File: src/pll_synth_consts.vh
// Register offsets, field positions and reset values of the clock synthesiser control block.
`ifndef PLL_SYNTH_CONSTS_VH
`define PLL_SYNTH_CONSTS_VH
`define OFS_MULT 12'h000
`define OFS_DIV0 12'h004
`define OFS_DIV1 12'h008
`define OFS_DIV2 12'h00C
`define OFS_CFG 12'h010
`define OFS_STATUS 12'h014
`define MULT_M_LSB 0
`define MULT_N_LSB 8
`define DIV_C_LSB 0
`define DIV_DUTY_LSB 8
`define DIV_PHASE_LSB 20
`define CFG_FB_LSB 0
`define CFG_LOCKSEL_BIT 2
`define CFG_REFSEL_BIT 3
`define CFG_DYN_BIT 4
`define CFG_DIFF_BIT 5
`define CFG_EXTEN_BIT 6
`define CFG_HOLD_LSB 16
`define RST_M 6'h01
`define RST_N 3'h1
`define RST_C 6'h01
`define RST_DUTY 9'h004
`define RST_PHASE 9'h000
`define RST_FB 2'h1
`define RST_HOLD 16'h0010
`define FB_NOCOMP 2'h0
`define FB_NORMAL 2'h1
`define FB_ZDB 2'h2
`define EIGHTHS 4'h8
`endif

File: src/pll_clock_synth_control.v
// Behavioural clock synthesiser tile with APB control registers.
//
// Implementation choices: the APB register port and the address map.
`timescale 1ns/1ps
`default_nettype none
`include "pll_synth_consts.vh"
// Notes on behaviour
// - Output equals ref times m over n times c
// - Phase offset in eighth oscillator period steps
// - Each output divider has its own duty
// - Three synthesised clocks for global distribution
// - Third divider also drives external pin
// - Runtime choice between two reference clocks
// - Lock held low for programmed transitions
// - Gated or ungated lock selectable for output
// - Zero delay mode aligns external pin
// - Normal mode cancels global network delay
// - No compensation mode applies no offset
// - Run enable starts and stops synthesiser
// - Asynchronous restart resynchronises synthesiser
// - Detector gate passes or blocks detector
// - Differential reference uses both pins
// - Select control drives reference multiplexer
module pll_clock_synth_control #(
  parameter [19:0] NORM_COMP = 20'h00000,
  parameter [19:0] ZDB_COMP = 20'h00000
) (
  input wire clk_i,
  input wire rstn_i,
  input wire psel_i,
  input wire penable_i,
  input wire pwrite_i,
  input wire [11:0] paddr_i,
  input wire [31:0] pwdata_i,
  output reg [31:0] prdata_o,
  output wire pready_o,
  output reg pslverr_o,
  input wire ref_a_i,
  input wire ref_b_i,
  input wire ref_select_i,
  input wire run_enable_i,
  input wire restart_i,
  input wire detector_gate_i,
  output wire [2:0] out_clk_o,
  output wire ext_clk_o,
  output wire lock_o,
  output wire lock_ungated_o
);
  reg [5:0] m_r;
  reg [2:0] n_r;
  reg [5:0] c_r [0:2];
  reg [8:0] duty_r [0:2];
  reg [8:0] phase_r [0:2];
  reg [1:0] fb_r;
  reg lock_sel_r, refsel_r, dyn_r, diff_r, ext_en_r;
  reg [15:0] hold_cfg_r;
  reg [2:0] sync1_r, sync2_r;
  reg ref_prev_r, sel_prev_r, stable_r, hold_done_r;
  reg [15:0] per_cnt_r, per_r, hold_cnt_r;
  reg [19:0] acc_r;
  reg eighth_r;
  reg [2:0] clk_r;
  reg [8:0] pos_r [0:2];
  wire ref_now, sel_now, active, ref_rise, ref_edge, switch_evt;
  wire [5:0] m_eff;
  wire [2:0] n_eff;
  wire [19:0] step, thresh, acc_sum, comp, pre_sum;
  wire [15:0] per_new, per_diff;
  wire lock_raw, lock_gated;
  wire setup, wr;
  integer i;

  // Pin references pass two flops; restart is asynchronous so it is synchronised too.
  always @(posedge clk_i or negedge rstn_i)
  begin
    if (!rstn_i)
    begin
      sync1_r <= 3'h0;
      sync2_r <= 3'h0;
    end
    else
    begin
      sync1_r <= {restart_i, ref_b_i, ref_a_i};
      sync2_r <= sync1_r;
    end
  end

  assign sel_now = diff_r ? 1'b0 : (dyn_r ? ref_select_i : refsel_r);
  assign ref_now = diff_r ? (sync2_r[0] & ~sync2_r[1]) : (sel_now ? sync2_r[1] : sync2_r[0]);
  assign active = run_enable_i & ~sync2_r[2];
  assign ref_rise = ref_now & ~ref_prev_r;
  assign ref_edge = ref_now ^ ref_prev_r;
  assign switch_evt = sel_now ^ sel_prev_r;
  // Zero values would stall the divider, so they are treated as one.
  assign m_eff = (m_r == 6'h00) ? 6'h01 : m_r;
  assign n_eff = (n_r == 3'h0) ? 3'h1 : n_r;
  // eighth-tick rate eight times m over n times reference
  assign step = {11'h000, m_eff, 3'b000};
  assign thresh = {4'h0, per_r} * {17'h00000, n_eff};
  assign acc_sum = acc_r + step;
  // The realign edge still advances one step, so no eighth tick is lost per reference period.
  assign pre_sum = comp + step;
  assign per_new = per_cnt_r + 16'h0001;
  assign per_diff = (per_new > per_r) ? (per_new - per_r) : (per_r - per_new);
  assign comp = (fb_r == `FB_ZDB) ? ZDB_COMP : NORM_COMP;

  // Reference period measurement, detector realignment and lock hold-off.
  always @(posedge clk_i or negedge rstn_i)
  begin
    if (!rstn_i)
    begin
      ref_prev_r <= 1'b0;
      sel_prev_r <= 1'b0;
      per_cnt_r <= 16'h0000;
      per_r <= 16'h0000;
      stable_r <= 1'b0;
      hold_cnt_r <= 16'h0000;
      hold_done_r <= 1'b0;
      acc_r <= 20'h00000;
      eighth_r <= 1'b0;
    end
    else
    begin
      ref_prev_r <= ref_now;
      sel_prev_r <= sel_now;
      if (!active || switch_evt)
      begin
        per_cnt_r <= 16'h0000;
        per_r <= 16'h0000;
        stable_r <= 1'b0;
        hold_cnt_r <= 16'h0000;
        hold_done_r <= 1'b0;
        acc_r <= 20'h00000;
        eighth_r <= 1'b0;
      end
      else
      begin
        per_cnt_r <= ref_rise ? 16'h0000 : per_cnt_r + 16'h0001;
        if (ref_rise && detector_gate_i)
        begin
          per_r <= per_new;
          stable_r <= (per_r != 16'h0000) && (per_diff <= 16'h0001);
        end
        if (ref_edge && stable_r && !hold_done_r)
        begin
          hold_cnt_r <= hold_cnt_r + 16'h0001;
          hold_done_r <= (hold_cnt_r + 16'h0001) >= hold_cfg_r;
        end
        // Only one eighth tick per cycle: the eighth rate must stay below the system clock.
        if (ref_rise && detector_gate_i && fb_r != `FB_NOCOMP)
        begin
          if (pre_sum >= thresh)
          begin
            acc_r <= pre_sum - thresh;
            eighth_r <= 1'b1;
          end
          else
          begin
            acc_r <= pre_sum;
            eighth_r <= 1'b0;
          end
        end
        else if (per_r != 16'h0000 && acc_sum >= thresh)
        begin
          acc_r <= acc_sum - thresh;
          eighth_r <= 1'b1;
        end
        else
        begin
          acc_r <= (per_r != 16'h0000) ? acc_sum : 20'h00000;
          eighth_r <= 1'b0;
        end
      end
    end
  end

  // Each output divider counts eighth ticks over a period of eight times its post-scale value.
  genvar g;
  generate
    for (g = 0; g < 3; g = g + 1)
    begin : gen_div
      wire [5:0] c_eff;
      wire [8:0] per_e, ph, shifted;
      assign c_eff = (c_r[g] == 6'h00) ? 6'h01 : c_r[g];
      assign per_e = {c_eff, 3'b000};
      assign ph = (phase_r[g] < per_e) ? phase_r[g] : 9'h000;
      assign shifted = (pos_r[g] >= ph) ? (pos_r[g] - ph) : (pos_r[g] + per_e - ph);
      always @(posedge clk_i or negedge rstn_i)
      begin
        if (!rstn_i)
        begin
          pos_r[g] <= 9'h000;
          clk_r[g] <= 1'b0;
        end
        else if (!active || !stable_r)
        begin
          pos_r[g] <= 9'h000;
          clk_r[g] <= 1'b0;
        end
        else
        begin
          clk_r[g] <= shifted < duty_r[g];
          if (eighth_r)
            pos_r[g] <= (pos_r[g] + 9'h001 >= per_e) ? 9'h000 : pos_r[g] + 9'h001;
        end
      end
    end
  endgenerate

  assign out_clk_o = clk_r;
  assign ext_clk_o = clk_r[2] & ext_en_r;
  assign lock_raw = stable_r & active;
  assign lock_gated = lock_raw & hold_done_r;
  assign lock_o = lock_sel_r ? lock_gated : lock_raw;
  assign lock_ungated_o = lock_raw;

  // APB slave: zero wait states, read data captured in the setup cycle.
  assign pready_o = 1'b1;
  assign setup = psel_i & ~penable_i;
  assign wr = psel_i & penable_i & pwrite_i;

  always @(posedge clk_i or negedge rstn_i)
  begin
    if (!rstn_i)
    begin
      m_r <= `RST_M;
      n_r <= `RST_N;
      for (i = 0; i < 3; i = i + 1)
      begin
        c_r[i] <= `RST_C;
        duty_r[i] <= `RST_DUTY;
        phase_r[i] <= `RST_PHASE;
      end
      fb_r <= `RST_FB;
      lock_sel_r <= 1'b1;
      refsel_r <= 1'b0;
      dyn_r <= 1'b0;
      diff_r <= 1'b0;
      ext_en_r <= 1'b1;
      hold_cfg_r <= `RST_HOLD;
    end
    else if (wr)
    begin
      if (paddr_i == `OFS_MULT)
      begin
        m_r <= pwdata_i[`MULT_M_LSB +: 6];
        n_r <= pwdata_i[`MULT_N_LSB +: 3];
      end
      else if (paddr_i == `OFS_DIV0 || paddr_i == `OFS_DIV1 || paddr_i == `OFS_DIV2)
      begin
        c_r[paddr_i[3:2] - 2'h1] <= pwdata_i[`DIV_C_LSB +: 6];
        duty_r[paddr_i[3:2] - 2'h1] <= pwdata_i[`DIV_DUTY_LSB +: 9];
        phase_r[paddr_i[3:2] - 2'h1] <= pwdata_i[`DIV_PHASE_LSB +: 9];
      end
      else if (paddr_i == `OFS_CFG)
      begin
        fb_r <= pwdata_i[`CFG_FB_LSB +: 2];
        lock_sel_r <= pwdata_i[`CFG_LOCKSEL_BIT];
        refsel_r <= pwdata_i[`CFG_REFSEL_BIT];
        dyn_r <= pwdata_i[`CFG_DYN_BIT];
        diff_r <= pwdata_i[`CFG_DIFF_BIT];
        ext_en_r <= pwdata_i[`CFG_EXTEN_BIT];
        hold_cfg_r <= pwdata_i[`CFG_HOLD_LSB +: 16];
      end
    end
  end

  // Read mux and error flag are registered so both are steady through the access cycle.
  always @(posedge clk_i or negedge rstn_i)
  begin
    if (!rstn_i)
    begin
      prdata_o <= 32'h00000000;
      pslverr_o <= 1'b0;
    end
    else if (setup)
    begin
      pslverr_o <= 1'b0;
      if (paddr_i == `OFS_MULT)
        prdata_o <= {21'h000000, n_r, 2'b00, m_r};
      else if (paddr_i == `OFS_DIV0 || paddr_i == `OFS_DIV1 || paddr_i == `OFS_DIV2)
        prdata_o <= {3'h0, phase_r[paddr_i[3:2] - 2'h1], 3'h0, duty_r[paddr_i[3:2] - 2'h1], 2'b00,
          c_r[paddr_i[3:2] - 2'h1]};
      else if (paddr_i == `OFS_CFG)
        prdata_o <= {hold_cfg_r, 9'h000, ext_en_r, diff_r, dyn_r, refsel_r, lock_sel_r, fb_r};
      else if (paddr_i == `OFS_STATUS)
        prdata_o <= {per_r, 12'h000, active, sel_now, lock_gated, lock_raw};
      else
      begin
        prdata_o <= 32'h00000000;
        pslverr_o <= 1'b1;
      end
    end
  end
endmodule // pll_clock_synth_control
`default_nettype wire

File: config.mk
export PLATFORM = sky130hd
export DESIGN_NAME = pll_clock_synth_control
export DESIGN_NICKNAME = d
export VERILOG_FILES = /design/src/pll_clock_synth_control.v
export VERILOG_INCLUDE_DIRS = /design/src
export SDC_FILE = /design/constraint.sdc
export NUM_CORES = 1
export LEC_CHECK = 0
export BUFFER_PORTS_ARGS = -buffer_cell sky130_fd_sc_hd__buf_2
export CAP_MARGIN = 20
export CORE_ASPECT_RATIO = 0.75
export CORE_MARGIN = 8
export CORE_UTILIZATION = 45
export CTS_CLUSTER_SIZE = 14
export DETAILED_ROUTE_END_ITERATION = 8
export PLACE_DENSITY_LB_ADDON = 0.15
export SETUP_SLACK_MARGIN = 0.15
export SLEW_MARGIN = 20
export SYNTH_ARGS = -nofsm -noshare
export SYNTH_HDL_FRONTEND = slang
export SYNTH_SLANG_ARGS = --single-unit
File: constraint.sdc
create_clock -name clk_i -period 7.08 [get_ports clk_i]
set_input_delay 0.708 -clock clk_i [delete_from_list [all_inputs] [get_ports clk_i]]
set_output_delay 0.708 -clock clk_i [all_outputs]
set_load 0.03 [all_outputs]
Word level (Yosys, flattened, before mapping)
Cells that the tools add are included.
Storage, ports and cells
  register bits: 246
  input port bits: 55
  logic and storage cells: 200
  output and inout port bits: 40
Operators by class
  bitwise gates (word level): 18
  magnitude comparators: 19
  muxes and demuxes: 72
  add/sub/neg operators: 20
  equal/unequal tests: 5
  reduce and logical (&&, ||, !) cells: 28
  multiply operators: 1
Operator list (count)
  $mux 9: 20
  $mux 32: 4
  $mux 16: 7
  $mux 20: 5
  $bwmux 27: 2
  $ge 9x9->1: 6
  $lt 9x9->1: 6
  $sub 9x9->9: 6
  $mux 6: 7
  $bmux 9 s2: 2
  $add 16x1->16 const B: 2
  $sub 16x16->16: 2
  $add 9x1->9 const B: 3
  $add 9x9->9: 3
  $eq 12x4->1 const B: 2
  $eq 12x5->1 const B: 2
  $logic_not 6->1: 4
  $add 20x9->20: 1
  $ge 20x19->1: 1
  $mux 1: 20
  $sub 20x19->20: 1
  $sub 9x19->20: 1
  $ge 9x19->1: 1
  $mul 16x3->19: 1
  26 further kinds: 54

Longest topological paths before layout
Gate-level depths: netlist of run 1.
  word-level depth: 9
  mapped depth: 32

Worst setup path before layout of run 1
Ideal clock, no wire load.
  kind: flip-flop to flip-flop
  start: register c_r[1] (netlist name)
  end: register clk_r[2], in the netlist out_clk_o[2]
  arrival time: 5.513 ns
  period minus slack after synthesis: 5.607 ns
  path slack: 1.473 ns
  cell stages (with the launch flop): 31
  cells stage by stage: dfrtp_1 -> nor3_1 -> a31o_2 -> a21boi_0 -> o21a_1 -> o21ai_0 -> nand2b_1 -> a21o_1 -> a21oi_1 -> nand2_1 -> ha_1 -> fa_1 -> o21a_1 -> o21ai_0 -> nand2b_1 -> a21o_1 -> a21o_1 -> a31oi_1 -> clkbuf_1 -> mux2i_1 -> ha_1 -> a21boi_0 -> o21a_1 -> o21a_1 -> o21ai_0 -> nand2b_1 -> a21oi_1 -> nor2b_1 -> o21ai_0 -> nand2b_1 -> a211oi_1
Between the ends
  word-level cells in the longest chain between the ends: 8
  elaborated cells between the ends (all ways): 11
Ends and longest elaborated chain
  start, declared: line pll_clock_synth_control.v:51  | reg [5:0] c_r [0:2];
  start signal, assigned by index: line pll_clock_synth_control.v:230  | c_r[i] <= `RST_C;
  start signal, assigned by index: line pll_clock_synth_control.v:251  | c_r[paddr_i[3:2] - 2'h1] <= pwdata_i[`DIV_C_LSB +: 6];
  $logic_not 6->1: line pll_clock_synth_control.v:184  | assign c_eff = (c_r[g] == 6'h00) ? 6'h01 : c_r[g];
  $mux 6 *: line pll_clock_synth_control.v:184
  $lt 9x9->1: line pll_clock_synth_control.v:186  | assign ph = (phase_r[g] < per_e) ? phase_r[g] : 9'h000;
  $mux 9: line pll_clock_synth_control.v:186
  $sub 9x9->9 or $ge 9x9->1 (tied branches): line pll_clock_synth_control.v:187  | assign shifted = (pos_r[g] >= ph) ? (pos_r[g] - ph) : (pos_r[g] + per_e - ph);
  $mux 9 *: line pll_clock_synth_control.v:187
  $lt 9x9->1 *: line pll_clock_synth_control.v:202  | clk_r[g] <= shifted < duty_r[g];
  $mux 1 *: line pll_clock_synth_control.v:195  | else if (!active || !stable_r)
  end signal, assigned by index: line pll_clock_synth_control.v:202
  end, declared: line pll_clock_synth_control.v:62  | reg [2:0] clk_r;
Mark *: on every way between the ends. The rest lies on a longest branch, timed or not.
A chain may end at the register's enable or synchronous reset.

Worst setup path in the final report of run 1
Same ends and word-level chain as after synthesis.

==> results of run 1 <==
kinds of logic after synthesis:
kind of cell,after synthesis
compound gates,524
xor+xnor,157
fa+ha+maj,260
buf+inv,323
flops,245
mux,136
other cells,2
simple gates,672
layout by cell type, fill, tap and decap left out, drive strengths merged, types with 48 or more instances in the layout:
cell type / n
nand3: 57
xor2: 62
inv: 240
mux2: 93
nor2: 147
nand2: 250
ha: 216
o21ai: 145
nand2b: 48
xnor2: 95
a21o: 67
dfrtp: 233
a21oi: 127
buf: 111
through the flow:
stage / total power, mW / cells / worst slack, ns / instance area, um2
2_1_floorplan: 2.91 / 2319 / 1.47 / 20500
3_3_place_gp: 3.24 / 2933 / 1.03 / 21500
3_5_place_dp: 3.27 / 2933 / 0.905 / 21500
4_1_cts: 4.72 / 2981 / 0.881 / 22400
5_1_grt: 5.00 / 2981 / 0.500 / 22400
6_report: 4.72 / 2981 / 1.13 / 22400
sequential cells by signal, indices dropped and copies added (netlist names), 2 cells and up:
name,count
prdata_o,31
duty_r,27
phase_r,27
pos_r,27
acc_r,20
c_r,18
hold_cfg_r,16
hold_cnt_r,16
per_cnt_r,16
per_r,16
m_r,6
n_r,3
out_clk_o,3
sync1_r,3
sync2_r,3
fb_r,2
how the worst min path moves through the flow:
stage | end
after floorplan | sync2_r[0]
after global placement | sync2_r[0]
after detailed placement | sync2_r[2]
final | pos_r[23]
after global routing | pos_r[23]
after CTS | pos_r[23]
worst reg2reg max path: cells and delay by family (launching register included):
| family | cells | cell delay, ns |
|---|---|---|
| adder cells (fa/ha/maj) | 3 | 0.94 |
| flip-flops | 1 | 0.42 |
| buffers and inverters | 2 | 0.38 |
| AO/OA/AOI/OAI | 18 | 3.05 |
| multiplexers | 1 | 0.34 |
| AND/OR/NAND/NOR | 7 | 0.70 |
layout make-up:
type / instances / area [um2]
tap: 586 / 733
fill: 4279 / 22400
multi-input combinational: 1751 / 13100
clock buffer: 35 / 757
clock inverter: 13 / 135
inverter: 240 / 902
sequential: 245 / 6150
timing repair buffer: 111 / 628
metal layers:
metal  track usage  vias to the layer above  wire length [um]
met5             0                        -                 0
met4        0.0524                        0              1360
met3        0.0435                       78              4340
met2         0.304                      533             23100
met1         0.339                     8146             30300
li1              -                     8137                 -
power breakdown:
part	leakage [nW]	total (mW)	internal, mW	switching (mW)
registers	3.28	1.48	1.45	0.0372
clock network	0.434	1.44	0.799	0.643
logic	7.27	1.79	0.742	1.05
total	11.0	4.72	2.99	1.73
==> impl_metrics.toml, run 1 <==
[status]
status = "finished clean"

[drt]
drt_iter0_markers = 1338
detailedRoute.firstPassIterationCount = 5
vias_per_cell = 5.67
antenna_violating_nets_post_route = 0
detail_route.drc_violations = 0
num_vias = 16900
routed_wirelength_um = 59100
routed_wire_length_per_instance_um = 19.8

[yosys]
synth-xor-area-share = 0.0683
syn_area_um2 = 20500
syn-mean-instance-area_um2 = 8.82
synth_compound_gate_area_share = 0.168
fraction_of_the_mapped_netlist_area_in_simple_logic_gates = 0.155
synth-main-ff-cell = "dfrtp_1"
yosys_warnings = 0
synthAdderAreaFrac = 0.175
seq_area_frac_synth = 0.300
post_synth_inst_count = 2319
synth_area_leaders = "dfrtp_1, ha_1, mux2_2, nand2_1, inv_1"
synth_top_cell_by_area = "dfrtp_1"
synthDominantCellAreaShare = 0.285
synth.ff_latch_count = 245
synth_async_sr_flop_share = 1.00
combinational_family_with_the_most_area_after_synthesis = "adder cells"
synth-edff-count = 0
yosys-mux-area-fraction = 0.0722
yosysMostFrequentCell = "nand2_1"
postSynthNetCount = 2633
synthDistinctLibCells = 84
most_instantiated_cells_after_synthesis = "nand2_1, inv_1, dfrtp_1"

[worst_setup_path]
reg2reg_to = "out_clk_o[2]"
worstSetupPathType = "flop to flop"
crit_cells = 31
cpMaxStageDelayCell = "dfrtp_1"
cp_data_arrival_time_ns = 6.42
start_kind = "flop"
reg2reg_launch_point = "c_r[1]"
internal_reg_to_reg_setup_slack_ns = 1.13
critPathBufInv = 2
endpoint_kind_of_the_worst_setup_timing_path = "flop"
cp.required_ns = 7.55
crit_fanout = 12
crit_start = "c_r[1]"
critical-path-top-delay-family = "compound AO/OA/AOI/OAI gates"
cp_slowest_stage_delay_ns = 0.42
r2r_cells = 31
critPathCapture = "out_clk_o[2]"

[clock_tree]
cts_root_buf = "clkbuf_16"
tritoncts.num_buffers = 28
worst_setup_hold_path_clk_slew_ns = 0.07
post-cts-setup-buffer-count = 0
htreeDepth = 1
clock_tree_from_tritoncts = "done"
clock_insertion_delay_worst_skew_ns = 0.59
cts_hold_repair.buffers = 0
cts.path.max_buffers = 3
postCtsResizedCells = 0
clkSinkCount = 245

[timing]
hold_ws_ns = 0.0609
tightest_slew_ns = 0.975
setup_tns_ns = 0
finalHoldViolCount = 0
timing.final.max_slew_violations = 0
achievable-frequency_mhz = 168
finClkSkew_ns = 0.0404
grt_setup_unrepaired = "false"
slew_headroom = 0.348
final_min_period_over_clock_period = 0.841
post-route-min-period_ns = 5.95
timing.final.setup_violations = 0

[grt]
first_global_vias = 16300
grt_first_pass_wirelength_um = 93300
grt_max_degree = 167
overflow = 0
antenna_violations_before_repair = 2
grt_usage = 0.219

[floorplan]
design.die.area_um2 = 52600
die_height_um = 201
core_area_um2 = 44800
fp-row-count = 67
initial_utilization = 0.457
num_io_pins = 95
die_x_um = 262

[hold_path]
min_path_type = "input pin to async pin"

[placed_design]
place.port_buffers = 91
dp_hpwl_um = 46300
rd_place_congestion = 0.913

[power]
power.density_nw_per_um2 = 211
static-leakage-power_nw = 11.0
peakVddDrop_v = 0.000411

[cells_and_area]
drive_above_1_share = 0.124
flow.area_growth_from_synthesis_pct = 9.42
antenna_cells_inserted = 0
postLayoutCoreUtil = 0.500
finalNetCount = 2691

[run]
max-cap-violations = 0
Note: power is estimated with default switching activity, not from simulation.
==> run 2: changes to the inputs <==
==> constraint.sdc (replaced) <==
create_clock -name clk_i -period 5.3 [get_ports clk_i]
set_input_delay 0.53 -clock clk_i [delete_from_list [all_inputs] [get_ports clk_i]]
set_output_delay 0.53 -clock clk_i [all_outputs]
set_load 0.03 [all_outputs]
==> impl_metrics.toml, run 2 (synthesized netlist as in run 1, its figures left out) <==
[floorplan]
die_x_um = 262
core_area_um2 = 44800
die_height_um = 201
fp-row-count = 67
num_io_pins = 95
design.die.area_um2 = 52600
initial_utilization = 0.457

[hold_path]
hold_start = "ref_b_i"
min_path_type = "input pin to flop"
worst_hold_path.num_cells = 1
hold_path_end = "sync1_r[1]"

[drt]
detail_route.drc_violations = 0
routed_wirelength_um = 61600
vias_per_cell = 5.67
antenna_violating_nets_post_route = 0
detailedRoute.firstPassIterationCount = 8
drt_iter0_markers = 1507
num_vias = 17500
routed_wire_length_per_instance_um = 19.9

[grt]
grt_max_usage_layer = "met1"
antenna_violations_before_repair = 2
grt_use_met3 = 0.0339
use_met2 = 0.328
grt_max_degree = 94
use_met1 = 0.353
grt_usage = 0.226
grt_first_pass_wirelength_um = 97100
overflow = 0
first_global_vias = 17200

[cells_and_area]
finalNetCount = 2797
max_reg_flops = 31
flow.area_growth_from_synthesis_pct = 16.9
layout_commonest_cell = "nand2_1"
mostFrequentLayoutCells = "nand2_1, inv_1, dfrtp_1"
fillerInstances = 4210
max_flop_register = "prdata_o"
drive_above_1_share = 0.200
finalInstanceArea_um2 = 23900

[placed_design]
dpl-instance-area_um2 = 22000
rd_place_congestion = 0.936
dp_hpwl_um = 48400
place.port_buffers = 91
placement.setup.worst_slack_ns = -0.181

[clock_tree]
cts.path.max_buffers = 3
clkSinkCount = 245
tritoncts.num_buffers = 28
worst_setup_hold_path_clk_slew_ns = 0.06
clock_insertion_delay_worst_skew_ns = 0.58
htreeDepth = 1
cts_root_buf = "clkbuf_16"
clock_tree_from_tritoncts = "done"

[worst_setup_path]
endpoint_kind_of_the_worst_setup_timing_path = "flop"
crit_fanout = 4
r2r_cells = 29
internal_reg_to_reg_setup_slack_ns = 0.27
cp_data_arrival_time_ns = 5.50
cp_slowest_stage_delay_ns = 0.42
cpMaxStageDelayCell = "dfrtp_1"
cp.required_ns = 5.77
reg2reg_launch_point = "c_r[1]"
reg2reg_to = "out_clk_o[2]"
start_kind = "flop"
worstSetupPathType = "flop to flop"

[timing]
finClkSkew_ns = 0.0264
postLayoutSetupSlackWorst_ns = 0.268
timing.final.max_slew_violations = 0
tightest_slew_ns = 0.989
grt_setup_unrepaired = "true"
post-route-min-period_ns = 5.03
hold_ws_ns = 0.0496
final_min_period_over_clock_period = 0.949
slew_headroom = 0.335
finalHoldViolCount = 0
timing.final.setup_violations = 0
achievable-frequency_mhz = 199

[status]
status = "finished clean"

[power]
peakVddDrop_v = 0.000338
total_power_mw = 7.00
power.density_nw_per_um2 = 292
static-leakage-power_nw = 11.7

[run]
max-cap-violations = 0
-- run 2: cell types whose count changed in the layout (fill, tap and decap cells not counted), moves of 6 or more --
cell and delta:
buf_4 +92, ha_1 -20, o21ai_0 -16, a21oi_1 -15, ha_4 +12, a21oi_2 +10, buf_6 +8, ha_2 +8
nor2_1 -8, o21ai_1 +7, o21ai_2 +7, nand2_1 -6, nor2_2 +6
-- run 2: layer usage --
layer | vias to the layer above | part of all wire
met2 | 480 | 0.41
met3 | 57 | 0.059
met4 | 0 | 0.012
met5 | - | 0
met1 | 8616 | 0.51
li1 | 8370 | -
-- run 2: worst max-delay path, delay by kind of cell, from the launching register on --
kind	cells	cell delay, ns
compound gates	17	2.69
simple gates	6	0.47
flops	1	0.42
mux	1	0.23
fa+ha+maj	4	1.05
buf+inv	1	0.06
-- run 2: timing repair --
action,in CTS,in global routing
resized for setup,36,127
hold buffers,1,0
hold endpoints to repair,9,0
gates cloned,1,3
pin swaps,9,55
buffers inserted,8,28
setup endpoints to repair,23,25
-- run 2: worst max path at each step --
stage / slack (ns) / start / depth (start not counted) / to
final: 0.27 / c_r[1] / 29 / out_clk_o[2]
after global routing: -0.06 / c_r[7] / 32 / out_clk_o[1]
after CTS: 0.12 / c_r[13] / 29 / out_clk_o[0]
after detailed placement: -0.18 / c_r[13] / 28 / out_clk_o[0]
after global placement: -0.04 / c_r[7] / 29 / out_clk_o[1]
after floorplan: 0.17 / c_r[1] / 30 / out_clk_o[2]
-- run 2: final cells by class --
class                      instances  area [um2]  area share
antenna                            2        5.00    0.000209
clock buffer                      41         820      0.0343
clock inverter                    10         114     0.00476
inverter                         240         902      0.0377
multi-input combinational       1752       13700       0.573
sequential                       245        6150       0.257
tap                              586         733      0.0306
timing repair buffer             216        1490      0.0624
-- run 2: power by group --
part | leakage, nW | total, mW | switching [mW] | internal, mW
logic | 7.92 | 3.06 | 1.67 | 1.39
clock network | 0.457 | 1.96 | 0.832 | 1.13
registers | 3.28 | 1.98 | 0.0454 | 1.93
-- run 2: stage by stage --
stage / TNS (ns) / instances / util
2_1_floorplan: 0 / 2319 / -
3_3_place_gp: -0.0768 / 2998 / 0.492
3_5_place_dp: -0.530 / 2998 / 0.492
4_1_cts: 0 / 3059 / 0.517
5_1_grt: -0.0645 / 3092 / 0.534
6_report: 0 / 3092 / 0.534
